==> config.mk <==
export PLATFORM = sky130hd
export DESIGN_NAME = pgr_gpio
export DESIGN_NICKNAME = d
export VERILOG_FILES = /design/src/pgr_pkg.sv /design/src/pgr_gpio.sv
export VERILOG_INCLUDE_DIRS = /design/src /design/src/src
export SDC_FILE = /design/constraint.sdc
export NUM_CORES = 1
export LEC_CHECK = 0
export BUFFER_PORTS_ARGS = -buffer_cell sky130_fd_sc_hd__buf_2
export CORE_ASPECT_RATIO = 0.8
export CORE_MARGIN = 5
export CORE_UTILIZATION = 43
export CTS_BUF_LIST = sky130_fd_sc_hd__clkbuf_4
export DETAILED_ROUTE_END_ITERATION = 8
export GPL_TIMING_DRIVEN = 0
export REMOVE_ABC_BUFFERS = 1
export SETUP_SLACK_MARGIN = 0.1
export SLEW_MARGIN = 20
export SYNTH_ARGS = -nofsm -noshare
export SYNTH_HDL_FRONTEND = slang
export SYNTH_SLANG_ARGS = --single-unit
==> constraint.sdc <==
create_clock -name clk -period 3.1 [get_ports clk]
set_input_delay 0.155 -clock clk [delete_from_list [all_inputs] [get_ports clk]]
set_output_delay 0.155 -clock clk [all_outputs]
set_load 0.01 [all_outputs]
==> src/pgr_regs.svh <==
// Constants for the pin and regulator control block.
`ifndef PGR_REGS_SVH
`define PGR_REGS_SVH
`define PGR_NPIN 5
`define PGR_NSW 4
`define PGR_NLDO 4
`define PGR_OUT_LEVEL 3'h0
`define PGR_OUT_FWD 3'h1
`define PGR_OUT_SEQ 3'h2
`define PGR_OUT_CLK 3'h3
`define PGR_OUT_FAULT 3'h4
`define PGR_FAULT_MS 100
`define PGR_ILIM_MS 10
`define PGR_ILIM_SD_MS 200
`define PGR_CLK_KHZ 25000
`define PGR_FAULT_CYC (`PGR_FAULT_MS * `PGR_CLK_KHZ)
`define PGR_ILIM_CYC (`PGR_ILIM_MS * `PGR_CLK_KHZ)
`define PGR_ILIM_SD_CYC (`PGR_ILIM_SD_MS * `PGR_CLK_KHZ)
`endif

==> src/pgr_pkg.sv <==
// Types for the pin and regulator control block.
package pgr_pkg;
   typedef enum logic [1:0] {
      PGR_FN_ALT = 2'h0,
      PGR_FN_IN = 2'h1,
      PGR_FN_OD = 2'h2,
      PGR_FN_PP = 2'h3
   } pgr_fn_t;
   typedef enum logic [1:0] {
      PGR_SEL_NONE = 2'h0,
      PGR_SEL_PIN1 = 2'h1,
      PGR_SEL_PIN2 = 2'h2,
      PGR_SEL_PIN3 = 2'h3
   } pgr_pinsel_t;
endpackage

==> src/pgr_gpio.sv <==
// Pin logic, regulator pin control, fault flags and overcurrent handling.
`timescale 1ns/1ps
`include "pgr_regs.svh"
// Contract
// Input event fires on the active edge chosen by per-pin polarity.
// Optional per-pin debounce with one shared software debounce time.
// Wakeup only when enabled; edge or level type selectable per pin.
// Pull bit gives pull-down on inputs, pull-up on open-drain outputs.
// Only pins one to three as inputs control regulators, after polarity.
// One pin may drive many regulators; register writes still apply.
// Pin-assigned regulator functions ignore the power sequencer.
// Pin activation sets regulator enable, deactivation clears it.
// Pin activation sets A/B select, deactivation clears it.
// Pin three feeds sequencer wait step, edge chosen by its polarity.
// Output select zero drives level bit; others route alternative sources.
// Supply fault flag asserts after supply low for over 100 ms.
// Level bit inverts the supply fault flag on an output pin.
// Slow clock buffer gated by sequencer or manual bit; pause in powerdown.
// Alternate inputs on pins zero, two, four: buffer only, optional debounce.
// System enable on pin four: assertion sets bit, interrupt, wakeup.
// Power enable on pin two controls bit; wakeup only if enabled.
// Watchdog kick rising edge resets counter; held level stops counting.
// Debounced pins zero to three may be forwarded to outputs 0, 1, 3.
// Termination enables turn pins zero and one analog, digital disabled.
// Linear regulator sleeps when its active A/B setting has sleep bit.
// Overcurrent over 10 ms raises event; live comparator state visible.
// Function code 0 alternate, 1 input, 2 open-drain, 3 push-pull.
// Pins work only in powerdown and active; otherwise high-Z open-drain.
// Each pin input passes a two-stage synchroniser first.
module pgr_gpio (
   input wire logic clk,
   input wire logic rst_b,
   input wire logic [4:0] pin_in,
   output logic [4:0] pin_out,
   output logic [4:0] pin_oe,
   output logic [4:0] pin_pull_enable_out,
   input wire pgr_pkg::pgr_fn_t pin_fn [5],
   input wire logic [4:0] pin_polarity_high,
   input wire logic [4:0] pin_debounce_en,
   input wire logic [4:0] pin_level,
   input wire logic [4:0] pin_pull_enable,
   input wire logic [4:0] pin_wake_en,
   input wire logic [4:0] wakeup_type_sel,
   input wire logic [14:0] pin_out_sel,
   input wire logic [9:0] pin_fwd_src,
   input wire logic [15:0] debounce_time,
   input wire logic mode_pins_on,
   input wire logic mode_powerdown,
   input wire logic [4:0] seq_pin_out,
   input wire logic slow_clock_in,
   input wire logic seq_clock_en,
   input wire logic slow_clock_buffer_enable,
   input wire logic slow_clock_pause_enable,
   input wire logic supply_low,
   input wire logic termination_mode_enable,
   input wire logic termination_ref_enable,
   input wire pgr_pkg::pgr_pinsel_t switcher_onoff_pin_sel [4],
   input wire pgr_pkg::pgr_pinsel_t linear_onoff_pin_sel [4],
   input wire pgr_pkg::pgr_pinsel_t switcher_vsel_pin_sel [4],
   input wire pgr_pkg::pgr_pinsel_t linear_vsel_pin_sel [4],
   input wire logic [3:0] sw_en_wr,
   input wire logic [3:0] sw_en_wdata,
   input wire logic [3:0] ln_en_wr,
   input wire logic [3:0] ln_en_wdata,
   input wire logic [3:0] sw_sel_wr,
   input wire logic [3:0] sw_sel_wdata,
   input wire logic [3:0] ln_sel_wr,
   input wire logic [3:0] ln_sel_wdata,
   input wire logic [3:0] seq_sw_en_set,
   input wire logic [3:0] seq_sw_en_clr,
   input wire logic [3:0] seq_ln_en_set,
   input wire logic [3:0] seq_ln_en_clr,
   input wire logic [3:0] seq_sw_sel_wr,
   input wire logic [3:0] seq_ln_sel_wr,
   input wire logic [3:0] seq_sel_val,
   input wire logic [3:0] linear_sleep_on_a,
   input wire logic [3:0] linear_sleep_on_b,
   input wire logic [3:0] ilim_comp,
   input wire logic overcurrent_shutdown_enable,
   output logic [3:0] switcher_enable,
   output logic [3:0] linear_enable_bit,
   output logic [3:0] switcher_ab_select,
   output logic [3:0] linear_ab_select,
   output logic [3:0] linear_sleep,
   output logic [3:0] linear_overcurrent_status,
   output logic linear_overcurrent_event,
   output logic [4:0] input_pin_event,
   output logic [4:0] wakeup_pulse,
   output logic seq_wait_edge,
   output logic system_enable_bit,
   output logic system_down_req,
   output logic power_enable_bit,
   output logic watchdog_clear,
   output logic watchdog_hold_mode,
   output logic supply_fault_flag_n
);
   import pgr_pkg::*;

   logic [4:0] sync1_q, sync2_q, filt_q, act_q, act_d;
   logic [15:0] dcnt_q [5];
   logic [4:0] rise, fall, analog, drv_v;
   logic clk_gate;
   logic [31:0] fault_cnt_q;
   logic [31:0] ilim_cnt_q [4];
   logic [3:0] ilim_hit, ilim_sd;

   // Pins zero and one give way to the termination analog functions.
   assign analog = {3'h0, termination_ref_enable, termination_mode_enable};

   // Two flops per pin; only the second stage feeds the filters below.
   always_ff @(posedge clk or negedge rst_b) begin
      if (!rst_b) begin
         sync1_q <= 5'h0;
         sync2_q <= 5'h0;
      end else begin
         sync1_q <= pin_in;
         sync2_q <= sync1_q;
      end
   end

   // Debounce: a new level is taken once it has held for the shared time.
   // Each pin counts alone, so a bouncing neighbour cannot delay it.
   for (genvar i = 0; i < `PGR_NPIN; i++) begin : g_deb
      always_ff @(posedge clk or negedge rst_b) begin
         if (!rst_b) begin
            filt_q[i] <= 1'b0;
            dcnt_q[i] <= 16'h0;
         end else if (!pin_debounce_en[i] || sync2_q[i] == filt_q[i]) begin
            dcnt_q[i] <= 16'h0;
            filt_q[i] <= sync2_q[i];
         end else if (dcnt_q[i] >= debounce_time) begin
            filt_q[i] <= sync2_q[i];
            dcnt_q[i] <= 16'h0;
         end else begin
            dcnt_q[i] <= dcnt_q[i] + 16'h1;
         end
      end
   end

   // Polarity stage; edges are frozen outside the operating modes.
   assign act_d = (filt_q ~^ pin_polarity_high) & ~analog;
   always_ff @(posedge clk or negedge rst_b) begin
      if (!rst_b) begin
         act_q <= 5'h0;
      end else if (mode_pins_on) begin
         act_q <= act_d;
      end
   end
   assign rise = mode_pins_on ? (act_d & ~act_q) : 5'h0;
   assign fall = mode_pins_on ? (~act_d & act_q) : 5'h0;

   // Events and wakeups for inputs and the system enable alternate input.
   always_ff @(posedge clk or negedge rst_b) begin
      if (!rst_b) begin
         input_pin_event <= 5'h0;
         wakeup_pulse <= 5'h0;
      end else begin
         for (int i = 0; i < `PGR_NPIN; i++) begin
            input_pin_event[i] <= rise[i] && (pin_fn[i] == PGR_FN_IN);
            wakeup_pulse[i] <= pin_wake_en[i] && pin_fn[i] == PGR_FN_IN
               && (wakeup_type_sel[i] ? act_d[i] : rise[i]);
         end
         if (pin_fn[4] == PGR_FN_ALT && rise[4]) begin
            input_pin_event[4] <= 1'b1;
            wakeup_pulse[4] <= 1'b1;
         end
         if (pin_fn[2] == PGR_FN_ALT) begin
            wakeup_pulse[2] <= rise[2] && pin_wake_en[2];
         end
      end
   end

   // Alternate functions: system enable, power enable, watchdog kick.
   always_ff @(posedge clk or negedge rst_b) begin
      if (!rst_b) begin
         system_enable_bit <= 1'b0;
         system_down_req <= 1'b0;
         power_enable_bit <= 1'b0;
         watchdog_clear <= 1'b0;
         watchdog_hold_mode <= 1'b0;
         seq_wait_edge <= 1'b0;
      end else begin
         system_down_req <= 1'b0;
         if (pin_fn[4] == PGR_FN_ALT && rise[4]) begin
            system_enable_bit <= 1'b1;
         end else if (pin_fn[4] == PGR_FN_ALT && fall[4]) begin
            system_enable_bit <= 1'b0;
            system_down_req <= 1'b1;
         end
         if (pin_fn[2] == PGR_FN_ALT && (rise[2] || fall[2])) begin
            power_enable_bit <= rise[2];
         end
         watchdog_clear <= pin_fn[0] == PGR_FN_ALT && rise[0];
         watchdog_hold_mode <= pin_fn[0] == PGR_FN_ALT && act_d[0] && mode_pins_on;
         seq_wait_edge <= pin_fn[3] == PGR_FN_IN && rise[3];
      end
   end

   // Regulator control bits: pin edges first, then register writes, and
   // the sequencer only for functions no pin has claimed.
   function automatic logic reg_next(input logic cur, input pgr_pinsel_t s,
         input logic [4:0] r, input logic [4:0] f, input pgr_fn_t fn1,
         input pgr_fn_t fn2, input pgr_fn_t fn3, input logic wr,
         input logic wd, input logic sset, input logic sclr);
      logic v;
      logic ok;
      v = cur;
      ok = (s == PGR_SEL_PIN1 && fn1 == PGR_FN_IN)
         || (s == PGR_SEL_PIN2 && fn2 == PGR_FN_IN)
         || (s == PGR_SEL_PIN3 && fn3 == PGR_FN_IN);
      if (s == PGR_SEL_NONE) begin
         if (sset) v = 1'b1;
         if (sclr) v = 1'b0;
      end
      if (ok && r[s]) v = 1'b1;
      if (ok && f[s]) v = 1'b0;
      if (wr) v = wd;
      return v;
   endfunction

   always_ff @(posedge clk or negedge rst_b) begin
      if (!rst_b) begin
         switcher_enable <= 4'h0;
         linear_enable_bit <= 4'h0;
         switcher_ab_select <= 4'h0;
         linear_ab_select <= 4'h0;
      end else begin
         for (int k = 0; k < `PGR_NSW; k++) begin
            switcher_enable[k] <= reg_next(switcher_enable[k],
               switcher_onoff_pin_sel[k], rise, fall, pin_fn[1], pin_fn[2],
               pin_fn[3], sw_en_wr[k], sw_en_wdata[k], seq_sw_en_set[k],
               seq_sw_en_clr[k]);
            linear_enable_bit[k] <= reg_next(linear_enable_bit[k],
               linear_onoff_pin_sel[k], rise, fall, pin_fn[1], pin_fn[2],
               pin_fn[3], ln_en_wr[k], ln_en_wdata[k], seq_ln_en_set[k],
               seq_ln_en_clr[k]) && !ilim_sd[k];
            switcher_ab_select[k] <= reg_next(switcher_ab_select[k],
               switcher_vsel_pin_sel[k], rise, fall, pin_fn[1], pin_fn[2],
               pin_fn[3], sw_sel_wr[k], sw_sel_wdata[k],
               seq_sw_sel_wr[k] && seq_sel_val[k],
               seq_sw_sel_wr[k] && !seq_sel_val[k]);
            linear_ab_select[k] <= reg_next(linear_ab_select[k],
               linear_vsel_pin_sel[k], rise, fall, pin_fn[1], pin_fn[2],
               pin_fn[3], ln_sel_wr[k], ln_sel_wdata[k],
               seq_ln_sel_wr[k] && seq_sel_val[k],
               seq_ln_sel_wr[k] && !seq_sel_val[k]);
         end
      end
   end

   // Overcurrent timers; the event fires once when a count reaches 10 ms.
   for (genvar k = 0; k < `PGR_NLDO; k++) begin : g_ilim
      always_ff @(posedge clk or negedge rst_b) begin
         if (!rst_b) begin
            ilim_cnt_q[k] <= 32'h0;
         end else if (!ilim_comp[k]) begin
            ilim_cnt_q[k] <= 32'h0;
         end else if (ilim_cnt_q[k] < 32'(`PGR_ILIM_SD_CYC)) begin
            ilim_cnt_q[k] <= ilim_cnt_q[k] + 32'h1;
         end
      end
      assign ilim_hit[k] = ilim_cnt_q[k] == 32'(`PGR_ILIM_CYC);
      assign ilim_sd[k] = overcurrent_shutdown_enable
         && ilim_cnt_q[k] == 32'(`PGR_ILIM_SD_CYC);
   end

   always_ff @(posedge clk or negedge rst_b) begin
      if (!rst_b) begin
         linear_overcurrent_event <= 1'b0;
         linear_overcurrent_status <= 4'h0;
         linear_sleep <= 4'h0;
      end else begin
         linear_overcurrent_event <= |ilim_hit;
         linear_overcurrent_status <= ilim_comp;
         linear_sleep <= (linear_ab_select & linear_sleep_on_b)
            | (~linear_ab_select & linear_sleep_on_a);
      end
   end

   // Supply fault: low flag once the supply has been low past 100 ms.
   always_ff @(posedge clk or negedge rst_b) begin
      if (!rst_b) begin
         fault_cnt_q <= 32'h0;
         supply_fault_flag_n <= 1'b1;
      end else if (!supply_low) begin
         fault_cnt_q <= 32'h0;
         supply_fault_flag_n <= 1'b1;
      end else if (fault_cnt_q < 32'(`PGR_FAULT_CYC)) begin
         fault_cnt_q <= fault_cnt_q + 32'h1;
      end else begin
         supply_fault_flag_n <= 1'b0;
      end
   end

   // The clock buffer gate; a glitch at switch time is accepted.
   assign clk_gate = (seq_clock_en || slow_clock_buffer_enable)
      && !(slow_clock_pause_enable && mode_powerdown);

   // Value each pin would show before the driver type is applied.
   // A set level bit inverts the supply fault flag on its way out.
   always_comb begin
      for (int i = 0; i < `PGR_NPIN; i++) begin
         case (pin_out_sel[3*i +: 3])
            `PGR_OUT_LEVEL: drv_v[i] = pin_level[i];
            `PGR_OUT_FWD: drv_v[i] = (i != 2 && i != 4)
               ? filt_q[pin_fwd_src[2*i +: 2]] : pin_level[i];
            `PGR_OUT_SEQ: drv_v[i] = seq_pin_out[i];
            `PGR_OUT_CLK: drv_v[i] = slow_clock_in && clk_gate;
            `PGR_OUT_FAULT: drv_v[i] = supply_fault_flag_n
               ^ pin_level[i];
            default: drv_v[i] = pin_level[i];
         endcase
      end
   end

   // Output drivers. Outside operating modes every pin is a released
   // open-drain, but its programmed level is kept in the inputs.
   always_ff @(posedge clk or negedge rst_b) begin
      if (!rst_b) begin
         pin_out <= 5'h0;
         pin_oe <= 5'h0;
         pin_pull_enable_out <= 5'h0;
      end else begin
         for (int i = 0; i < `PGR_NPIN; i++) begin
            pin_out[i] <= (pin_fn[i] == PGR_FN_PP) ? drv_v[i] : 1'b0;
            pin_oe[i] <= mode_pins_on && !analog[i]
               && ((pin_fn[i] == PGR_FN_PP)
               || (pin_fn[i] == PGR_FN_OD && !drv_v[i]));
            pin_pull_enable_out[i] <= pin_pull_enable[i] && !analog[i]
               && (pin_fn[i] == PGR_FN_IN || pin_fn[i] == PGR_FN_OD);
         end
      end
   end
endmodule

# Word level (Yosys, flattened, before mapping)
# Cells that the tools add are included.
totals:
  regBits: 317
  output_inout_bits: 57
  input_bits: 207
op_classes:
  n_eq_ne: 100
  reduce_logical: 280
  add_sub_neg: 10
  n_bitwise: 16
  order_cmp: 29
  n_mux: 222
ops:
  columns: ["op", "count"]
  rows:
  - ["$mux 32", 10]
  - ["$add 32x1->32 const B", 5]
  - ["$mux 1", 160]
  - ["$mux 16", 10]
  - ["$logic_and 1x1->1", 148]
  - ["$eq 32x18->1 const B", 4]
  - ["$eq 32x23->1 const B", 4]
  - ["$lt 32x23->1 const B", 4]
  - ["$eq 2x2->1 const B", 42]
  - ["$add 16x1->16 const B", 5]
  - ["$ge 16x16->1", 5]
  - ["$lt 2x4->1 const B", 19]
  - ["$bmux 1 s2", 35]
  - ["$reduce_bool 5->1", 12]
  - ["$logic_or 1x1->1", 49]
  - ["$reduce_bool 4->1", 12]
  - ["$eq 2x1->1 const B", 21]
  - ["$logic_not 2->1", 19]
  - ["$lt 32x22->1 const B", 1]
  - ["$eq 3x2->1 const B", 10]
  - ["$reduce_and 2->1", 12]
  - ["$logic_not 1->1", 21]
  - ["$and 5x5->5", 3]
  - ["$eq 3x3->1 const B", 5]
  - ["other kinds (16)", 41]

# Longest topological paths before layout
# Gate-level depths: netlist of the first run.
depth:
  ltp_word: 11
  ltp_mapped: 9

# Least setup slack after synthesis of the first run
# No wires, ideal clock.
synth_path:
  path_type: "reg2reg"
  startpoint: "register ilim_cnt_q[109] (netlist name)"
  endpoint: "register ilim_cnt_q[100] (netlist name)"
  path_slack_ns: 0.866
  n_path_buf: 2
  path_stages_with_launch: 9
  setup_ns: 0.132
  t_arrival_ns: 2.103
  required_ns: 2.968
  cell_sequence: "dfrtp_1 -> or3b_1 -> or4_1 -> a211o_1 -> buf_6 -> buf_6 -> nand3_1 -> xor2_1 -> nor2_1"
synth_between:
  elab_chain_len: 2
synth_rtl:
  columns: ["element", "line_no", "source"]
  rows:
  - ["start, declared", "pgr_gpio.sv:104", "logic [31:0] ilim_cnt_q [4];"]
  - ["start signal, assigned by index", "pgr_gpio.sv:259", "ilim_cnt_q[k] <= ilim_cnt_q[k] + 32'h1;"]
  - ["$lt 32x23->1", "pgr_gpio.sv:258", "end else if (ilim_cnt_q[k] < 32'(`PGR_ILIM_SD_CYC)) begin"]
  - ["$ne 2x1->1 (no line)", null, null]
# Every way passes these cells.
# A chain may end at the register's enable or synchronous reset.

# Final worst setup path of the first run
layout_path:
  startpoint: "register filt_q[3]"
  endpoint: "register pin_oe[1]"
layout_between:
  elab_chain_len: 7
layout_rtl:
  columns: ["element", "line_no", "source"]
  rows:
  - ["start, declared", "pgr_gpio.sv:99", "logic [4:0] sync1_q, sync2_q, filt_q, act_q, act_d;"]
  - ["start signal, assigned by index", "pgr_gpio.sv:130", "filt_q[i] <= sync2_q[i];"]
  - ["start signal, assigned by index", "pgr_gpio.sv:132", "filt_q[i] <= sync2_q[i];"]
  - ["$bmux 1 s2", "pgr_gpio.sv:306", "? filt_q[pin_fwd_src[2*i +: 2]] : pin_level[i];"]
  - ["$mux 1 (implied by the code)", "pgr_gpio.sv:306", null]
  - ["$pmux 1 s4", "pgr_gpio.sv:303", "case (pin_out_sel[3*i +: 3])"]
  - ["$logic_not 1->1", "pgr_gpio.sv:328", "|| (pin_fn[i] == PGR_FN_OD && !drv_v[i]));"]
  - ["$logic_and 1x1->1", "pgr_gpio.sv:328", null]
  - ["$logic_or 1x1->1", "pgr_gpio.sv:328", null]
  - ["$logic_and 1x1->1", "pgr_gpio.sv:327", "&& ((pin_fn[i] == PGR_FN_PP)"]
  - ["end signal, assigned by index", "pgr_gpio.sv:326", "pin_oe[i] <= mode_pins_on && !analog[i]"]
  - ["end, declared", "pgr_gpio.sv:35", "output logic [4:0] pin_oe,"]
# Every way passes these cells. The select of a mux whose other input is x is not followed.

==> results_dict.tcl, run 1 <==
set metrics [dict create \
    synth-edff-count 0 \
    number_of_antenna_violations_at_the_first_check_in_global_routing 2 \
    worst_path_max_delay_cell "dlygate4sd3_1" \
    cp_data_required_time_ps 3810 \
    outcome "completed" \
    clock_sinks 316 \
    grt_pass1_wl_um 84000 \
    routed_wl_um 50900 \
    rows 67 \
    floorplan.initialDensity_pct 43.4 \
    drt_pass1_iterations 5 \
    drive_above_1_share_pct 18.5 \
    maxSlewViolCount 0 \
    worstSetupEndpointType "register" \
    power.ir.vdd_worst_uv 220 \
    path_clk_slew_ps 70 \
    place.gp.congestion 0.867 \
    register_bit_count_reported_by_yosys 316 \
    place.port_buffers 259 \
    grt.overflow.total 0 \
    static_leakage_power_nw 11.5 \
    via_per_inst 5.32 \
    synth_sequential_area_ratio_pct 43.6 \
    most-common-layout-cells "dfrtp_1, buf_2, dlygate4sd3_1" \
    drc 0 \
    layout_commonest_cell "dfrtp_1" \
    share_of_synthesized_flip_flops_with_an_asynchronous_set_or_reset_pct 100 \
    drt_first_iter_violations 894 \
    worstMarginPinSlew_ps 979 \
    fin_tns_setup_ps 0 \
    dominantRegCellSynth "dfrtp_1" \
    nets 2742 \
    numCtsBuffers 87 \
    tritoncts "done" \
    synth_area_per_cell_um2 9.47 \
    finalCritPeriodShare_pct 92.0 \
    cp_cell_sequence "mux4_2 -> nor2b_1 -> a211o_1 -> a222oi_1 -> buf_4 -> a21oi_1 -> nor3_1 -> dlygate4sd3_1" \
    postRouteAntennaNets 0 \
    critical_path_peak_fanout 6 \
    timing.final.hold_violations 0 \
    die_area_um2 46400 \
    grt_setup_unrepaired "no" \
    core_region_area_um2 41800 \
    crit_arrival_ps 3560 \
    relSlewSlack_pct 34.1 \
    crit_path_kind "reg2reg" \
    grt_max_degree 88 \
    cts.path.max_buffers 3 \
    via_count_of_the_first_global_routing_pass 16499 \
    cts-root-buf "clkbuf_4" \
    final_core_utilization_pct 55.7 \
    grtUsageTotal_pct 21.7 \
    wl_cell_um 16.8 \
    post-route-min-period_ps 2850 \
    total_power_mw 10.5 \
    path_delay_family "buffers and inverters" \
    crit_buf_inv 2 \
    post_synth_inst_count 1916 \
    chip_height_um 194 \
    critical-path-max-stage-delay_ps 580 \
    powerDensity_nw_per_um2 453 \
    instances_no_fill 3036 \
    io_pins 264 \
    holdCritPathClass "in2reg" \
    synthesis.yosys.warnings 0 \
    place_inst 2684 \
    die_w_um 240 \
    timing.clock.skew_ps 62.5 \
    via_count 16142 \
    post-dp-hpwl_um 35100 \
    ctsHtreeMaxLevel 3 \
    number_of_different_library_cells_in_the_post_synthesis_netlist 75 \
    finalSetupViolCount 0 \
    layout-area-overhead-vs-synth_pct 28.3 \
    netlist_area_before_placement_um2 18100 \
    max_freq_mhz 350 \
    worstSkewPairLatency_ps 780 \
    cap_viol_max_count 0 \
    worst_setup_path_start_kind "register" \
]
## layer usage
metal	track usage, %	routed length, um	vias up
met5	0	0	-
met4	8.62	1800	0
met3	5.12	3090	147
met2	33.5	22600	473
met1	29.8	23400	7682
li1	-	-	7840
## synth_stat cells, drive strengths merged (42+ instances only)
| master | number | area share, % |
|---|---|---|
| a21oi | 117 | 3.2 |
| and2 | 105 | 3.6 |
| and3 | 42 | 1.4 |
| clkbuf | 47 | 0.98 |
| dfrtp | 315 | 43 |
| ha | 112 | 7.7 |
| inv | 86 | 1.8 |
| mux2i | 47 | 2.6 |
| nand2 | 161 | 3.3 |
| nand3 | 81 | 2.2 |
| nor2 | 189 | 3.9 |
| nor3 | 47 | 1.4 |
| o21ai | 45 | 1.2 |
| xnor2 | 58 | 2.8 |
| xor2 | 87 | 4.2 |
## cell families (layout without fill, tap and decap cells)
kind of cell,after synthesis,count (layout),share of synthesized area (%)
AOI/OAI and AO/OA,315,315,11.2
other,0,4,0
muxes,66,66,3.96
xor gates and xnor gates,145,145,7.00
DFF,316,316,43.6
buffers and inverters,142,706,3.08
adders and majority gates,112,112,7.73
and+or+nand+nor,820,820,23.4
## stage by stage
step           hold slack, ps  worst slack, ps  cell area (um2)
2_1_floorplan            -141              405            17900
3_3_place_gp              264            -4480            19900
3_5_place_dp             78.5              159            20100
4_1_cts                  2.39              115            23200
5_1_grt                  15.6              124            23300
6_report                 94.8              247            23300
## sequential cells by signal, summed over array words and instances (netlist names), 5 cells and up
signal / cells
ilim_cnt_q: 128
dcnt_q: 80
fault_cnt_q: 32
act_q: 5
filt_q: 5
input_pin_event: 5
pin_oe: 5
pin_out: 5
pin_pull_enable_out: 5
sync1_q: 5
sync2_q: 5
wakeup_pulse: 5
## path summary, 6_finish.rpt
check,from,to,slack (ps),cells past startpoint
worst min register to register,sync1_q[1],sync2_q[1],340,0
worst max-delay path,filt_q[3],pin_oe[1],250,8
max in group asynchronous,rst_b,ilim_cnt_q[17],1410,6
worst min-delay path,seq_ln_en_clr[3],linear_enable_bit[3],90,5
min in group asynchronous,rst_b,dcnt_q[8],520,4
worst max register to register,filt_q[3],pin_oe[1],250,8
## area by class of cell
type                       instances  area, um2
timing repair buffer             473       3520
tap                              552        691
fill                            3684      18600
sequential                       316       7910
clock inverter                    27        164
multi-input combinational       1458       9760
clock buffer                     119        893
antenna                            4       10.0
inverter                          87        327
## tightest hold or removal path, stage by stage
cell and delay (ps):
buf_2 70, a21oi_1 70, a311oi_1 250, o31a_1 180
a31oi_1 60
## repair_timing
action	CTS	global route
gates resized for setup	0	8
setup buffers	0	3
setup endpoints to repair	0	14
hold buffers	199	0
endpoints found under the hold margin	408	0
## report_power, final
part,switching [mW],total (mW),internal [mW]
clock,1.78,3.72,1.93
combinational,1.14,2.14,0.997
sequential,0.317,4.69,4.37
total,3.24,10.5,7.30
Power figures use the tool's default switching activity.
==> inputs of run 2 (changes only) <==
Settings changed: MAX_ROUTING_LAYER set to met4.
==> run 2 against run 1 <==
  * Combinational power barely moved
  * Final area about the same
  * Global-route usage up 0.65 points
  * Non-clock buffer count is the same
  * Sequential cell count unchanged
  * Sequential share of layout area about the same
  * First-iteration DRC count grew 5.7%
  * Critical path depth is the same
  * Clock power hardly changed
  * Register-to-register slack about the same
  * Critical path type unchanged
  * Sequential power is essentially flat
  * Highest routed layer unchanged
  * Worst setup slack worse by 11 ps
==> results_dict.tcl, run 2 (same netlist as run 1, synthesis figures left out) <==
set metrics [dict create \
    outcome "completed" \
    r2r_end "pin_oe[1]" \
    cts-root-buf "clkbuf_4" \
    grt_setup_unrepaired "no" \
    chip_height_um 194 \
    num-fill-cells 3684 \
    ctsHtreeMaxLevel 3 \
    power.ir.vdd_worst_uv 220 \
    static_leakage_power_nw 11.5 \
    worstSetupEndpointType "register" \
    power_frac_clock_pct 35.3 \
    grtUsageTotal_pct 22.4 \
    timing.clock.skew_ps 71.5 \
    rows 67 \
    cap_viol_max_count 0 \
    psw_mw 3.24 \
    numCtsBuffers 87 \
    floorplan.initialDensity_pct 43.4 \
    max_freq_mhz 349 \
    relSlewSlack_pct 33.5 \
    place.gp.congestion 0.882 \
    maxSlewViolCount 0 \
    place.port_buffers 259 \
    io_pins 264 \
    drt-met1-wl_um 23400 \
    dp_worst_setup_slack_ps 159 \
    ff2ff_path_depth 8 \
    number_of_antenna_violations_at_the_first_check_in_global_routing 2 \
    drt_first_iter_violations 945 \
    cellInternalPower_mw 7.30 \
    place_inst 2684 \
    drive_above_1_share_pct 18.5 \
    reg2reg_from "filt_q[3]" \
    instances_no_fill 3035 \
    holdCritPathClass "in2reg" \
    timing.hold.worst_endpoint "act_q[1]" \
    finalSetupViolCount 0 \
    powerDensity_nw_per_um2 453 \
    met3_length_um 3220 \
    max_flop_register "ilim_cnt_q" \
    power.share.switching_pct 30.8 \
    finalCritPeriodShare_pct 92.4 \
    worst_hold_path.num_cells 4 \
    hold_slack_ps 94.9 \
    critical-path-max-stage-delay_ps 580 \
    path_clk_slew_ps 70 \
    cp_data_required_time_ps 3810 \
    worst_path_max_delay_cell "dlygate4sd3_1" \
    layout_commonest_cell "dfrtp_1" \
    grt_max_degree 88 \
    clock_sinks 316 \
    via_count_of_the_first_global_routing_pass 16471 \
    ff2ff_setup_slack_ps 240 \
    crit_buf_inv 2 \
    nets 2742 \
    tritoncts "done" \
    critical_path_peak_fanout 6 \
    crit_arrival_ps 3570 \
    largest_reg_flops 128 \
    grt.overflow.total 0 \
    layout-area-overhead-vs-synth_pct 28.3 \
    die_w_um 240 \
    fin_ws_ps 236 \
    worst_setup_path_start_kind "register" \
    grt_pass1_wl_um 84000 \
    wl_cell_um 16.8 \
    postRouteAntennaNets 0 \
    comb_power_share_pct 20.3 \
    wl_met2_um 22600 \
    post-route-min-period_ps 2860 \
    hold_path.startpoint "pin_polarity_high[1]" \
    topRoutingLayerUsed "met4" \
    largest_registers "ilim_cnt_q (128), dcnt_q (80), fault_cnt_q (32)" \
    worstMarginPinSlew_ps 989 \
    crit_path_kind "reg2reg" \
    via_per_inst 5.33 \
    path_delay_family "buffers and inverters" \
    cts.path.max_buffers 3 \
    worstSkewPairLatency_ps 780 \
    timing.final.hold_violations 0 \
    via_count 16169 \
    most-common-layout-cells "dfrtp_1, buf_2, dlygate4sd3_1" \
    routed_wl_um 50900 \
    drt_pass1_iterations 5 \
    share_seq_of_total_power_pct 44.4 \
    drc 0 \
    die_area_um2 46400 \
    core_region_area_um2 41800 \
    cp_cell_sequence "mux4_2 -> nor2b_1 -> a211o_1 -> a222oi_1 -> buf_4 -> a21oi_1 -> nor3_1 -> dlygate4sd3_1" \
    post-dp-hpwl_um 35100 \
]
==> run 2: repair_timing <==
action	in CTS	in global routing
endpoints found under the hold margin	408	0
setup endpoints to repair	0	14
gates resized for setup	0	8
hold buffers	199	0
buffers inserted	0	3
==> run 2: power by group through the flow <==
| stage | clock (mW) | sequential [mW] | combinational [mW] |
|---|---|---|---|
| after detailed placement | 0 | 4.75 | 1.87 |
| after global placement | 0 | 4.74 | 1.73 |
| after CTS | 3.90 | 4.67 | 2.12 |
| after global routing | 4.12 | 4.72 | 2.41 |
| after floorplan | 0 | 4.67 | 1.04 |
| final | 3.72 | 4.69 | 2.14 |
==> run 2: worst register-to-register path, stage by stage (launching register included) <==
cell and delay [ps]:
dfrtp_2 510, mux4_2 490, nor2b_1 150, a211o_1 290, a222oi_1 350, buf_4 230, a21oi_1 80, nor3_1 140
dlygate4sd3_1 580
==> run 2: final cells by class <==
cell class              count  area, um2  share of cell area [%]
flip-flops and latches    316       7910                    34.0
diodes                      3       7.51                  0.0323
repair buffers            473       3520                    15.1
well taps                 552        691                    2.97
clock inverters            27        164                   0.704
clock buffers             119        893                    3.84
inverters                  87        327                    1.40
multi-input cells        1458       9760                    41.9
==> run 2: how the worst max path moves through the flow <==
stage	from	end	slack, ps	cells after the start
6_report	filt_q[3]	pin_oe[1]	240	8
5_1_grt	filt_q[3]	pin_oe[1]	120	8
4_1_cts	filt_q[2]	linear_enable_bit[1]	120	6
3_5_place_dp	filt_q[2]	linear_enable_bit[1]	160	6
3_3_place_gp	rst_b	ilim_cnt_q[102]	-4480	1
2_1_floorplan	dcnt_q[77]	filt_q[0]	410	7
==> run 2: per-stage QoR <==
stage / utilization, % / power (mW) / instance area [um2] / TNS, ps
finish: 55.6 / 10.5 / 23300 / 0
global route: 55.6 / 11.2 / 23300 / 0
CTS: 55.5 / 10.7 / 23200 / 0
detailed placement: 48.2 / 6.62 / 20100 / 0
global placement: 47.6 / 6.48 / 19900 / -1402160
floorplan: - / 5.71 / 17900 / 0
==> run 2: per-layer routing <==
layer	up-vias	global-route usage (%)
met3	138	5.08
met5	-	-
li1	7838	-
met4	0	8.49
met2	499	33.5
met1	7694	29.8
==> inputs of run 3 (changes only) <==
Settings changed: CORE_MARGIN 5 to 3, PLACE_DENSITY_LB_ADDON set to 0.15.
==> run 3 against run 2 <==
  * Sequential cell count did not move
  * Power about the same
  * Critical path type unchanged
  * First-iteration DRC count is 4.7% lower
  * Final area is 0.25% lower
  * Worst setup slack worse by 30 ps
  * Clock skew fell by 26 ps
  * Utilization increased by 0.81 points
  * Largest cell class unchanged
  * Clock power barely moved
  * Global-route usage rose by 1.4 points
  * Cell count down 0.40%
  * Wire length up 1.0%
  * Sequential power about the same
  * Largest power group unchanged
==> results_dict.tcl, run 3 (same netlist as run 1, synthesis figures left out) <==
set metrics [dict create \
    ctsHtreeMaxLevel 3 \
    numCtsBuffers 83 \
    nets 2732 \
    timing.clock.skew_ps 45.7 \
    critPathCapture "pin_oe[1]" \
    relSlewSlack_pct 41.6 \
    crit_buf_inv 1 \
    dp_worst_setup_slack_ps 178 \
    num-fill-cells 3635 \
    finalCritPeriodShare_pct 93.3 \
    place.gp.congestion 0.933 \
    worstSetupEndpointType "register" \
    path_delay_family "compound AO/OA/AOI/OAI gates" \
    total_power_mw 10.5 \
    instances_no_fill 3023 \
    via_count 16220 \
    crit_path_kind "reg2reg" \
    postRouteAntennaNets 0 \
    fin_ws_ps 206 \
    die_w_um 236 \
    worstMarginPinSlew_ps 867 \
    layout-area-overhead-vs-synth_pct 28.0 \
    drt_first_iter_violations 901 \
    critical-path-max-stage-delay_ps 560 \
    tritoncts "done" \
    wl_cell_um 17.0 \
    outcome "completed" \
    grt.overflow.total 0 \
    clock_sinks 316 \
    place_inst 2673 \
    cts.repair_timing.setup_buffer_count 0 \
    grt_setup_unrepaired "no" \
    floorplan.initialDensity_pct 44.1 \
    cts.path.max_buffers 3 \
    cap_viol_max_count 0 \
    path_clk_slew_ps 80 \
    drive_above_1_share_pct 18.1 \
    place.port_buffers 259 \
    grt_max_degree 99 \
    powerDensity_nw_per_um2 454 \
    cp_cell_sequence "mux4_2 -> nor2b_1 -> a211o_1 -> a222oi_1 -> a21oi_1 -> nor3_1 -> dlygate4sd3_1" \
    hold_slack_ps 78.6 \
    largest_reg_flops 128 \
    max_freq_mhz 346 \
    worst-path-stages 7 \
    maxSlewViolCount 0 \
    reg2reg_from "filt_q[3]" \
    worstSkewPairLatency_ps 780 \
    cp_data_required_time_ps 3840 \
    number_of_antenna_violations_at_the_first_check_in_global_routing 3 \
    worst_setup_path_start_kind "register" \
    layout_commonest_cell "dfrtp_1" \
    cts-root-buf "clkbuf_4" \
    worst_path_max_delay_cell "dlygate4sd3_1" \
    rows 66 \
    grtUsageTotal_pct 23.8 \
    critical_path_peak_fanout 6 \
    io_pins 264 \
    drc 0 \
    static_leakage_power_nw 11.5 \
    r2r_end "pin_oe[1]" \
    post-dp-hpwl_um 35200 \
    core_region_area_um2 41100 \
    finalSetupViolCount 0 \
    routed_wl_um 51400 \
    grt_pass1_wl_um 85000 \
    most-common-layout-cells "dfrtp_1, buf_2, dlygate4sd3_1" \
    post-route-min-period_ps 2890 \
    holdCritPathClass "in2reg" \
    chip_height_um 190 \
    timing.final.hold_violations 0 \
    max_flop_register "ilim_cnt_q" \
    largest_registers "ilim_cnt_q (128), dcnt_q (80), fault_cnt_q (32)" \
    via_per_inst 5.37 \
    setup.worst_path.start "filt_q[3]" \
    ff2ff_path_depth 7 \
    via_count_of_the_first_global_routing_pass 16501 \
    die_area_um2 44700 \
    ff2ff_setup_slack_ps 210 \
    power.ir.vdd_worst_uv 259 \
    drt_pass1_iterations 5 \
    crit_arrival_ps 3630 \
]
-- run 3: power breakdown --
| group | internal, mW | switching [mW] | leakage [nW] | total (mW) |
|---|---|---|---|---|
| sequential | 4.37 | 0.308 | 4.28 | 4.67 |
| clock | 1.94 | 1.80 | 0.632 | 3.74 |
| combinational | 0.984 | 1.15 | 6.56 | 2.13 |
-- run 3: metrics by stage --
| step | instance area [um2] | TNS [ps] | utilization (%) |
|---|---|---|---|
| 2_1_floorplan | 17900 | 0 | - |
| 3_3_place_gp | 19900 | -1385350 | 48.4 |
| 3_5_place_dp | 20100 | 0 | 48.9 |
| 4_1_cts | 23200 | 0 | 56.3 |
| 5_1_grt | 23200 | 0 | 56.5 |
| 6_report | 23200 | 0 | 56.5 |
-- run 3: per-layer routing --
metal / part of all wire (%) / wire length [um] / up-vias / global-route usage [%]
met4: 3.6 / 1830 / 0 / 8.91
met1: 46 / 23700 / 7704 / 31.4
met5: 0 / 0 / - / -
met3: 5.9 / 3040 / 167 / 5.13
li1: - / - / 7800 / -
met2: 44 / 22800 / 549 / 36.2
-- run 3: area by class of cell --
type                       instances  area [um2]  area share (%)
antenna                            3        7.51          0.0323
clock buffer                     120         901            3.88
clock inverter                    28         159           0.684
inverter                          87         327            1.41
multi-input combinational       1458        9780            42.1
sequential                       316        7910            34.1
tap                              544         681            2.93
timing repair buffer             467        3460            14.9
-- run 3: worst min-delay path by stage --
stage | from | end | cells past startpoint
after CTS | pin_debounce_en[0] | dcnt_q[79] | 4
after floorplan | rst_b | act_q[0] | 0
after global placement | pin_in[3] | sync1_q[3] | 1
after detailed placement | rst_b | pin_pull_enable_out[0] | 1
after global routing | ln_sel_wr[1] | linear_ab_select[1] | 3
final | pin_debounce_en[0] | dcnt_q[79] | 4
-- run 3: repair_timing --
item	CTS	global route
gates resized for setup	0	4
hold endpoints to repair	430	0
endpoints found under the setup margin	0	4
hold buffers	199	0
-- run 3: worst register-to-register path: stages, from the launching register on --
cell,delay [ps]
dfrtp_1,540
mux4_2,540
nor2b_1,140
a211o_1,260
a222oi_1,550
a21oi_1,140
nor3_1,130
dlygate4sd3_1,560
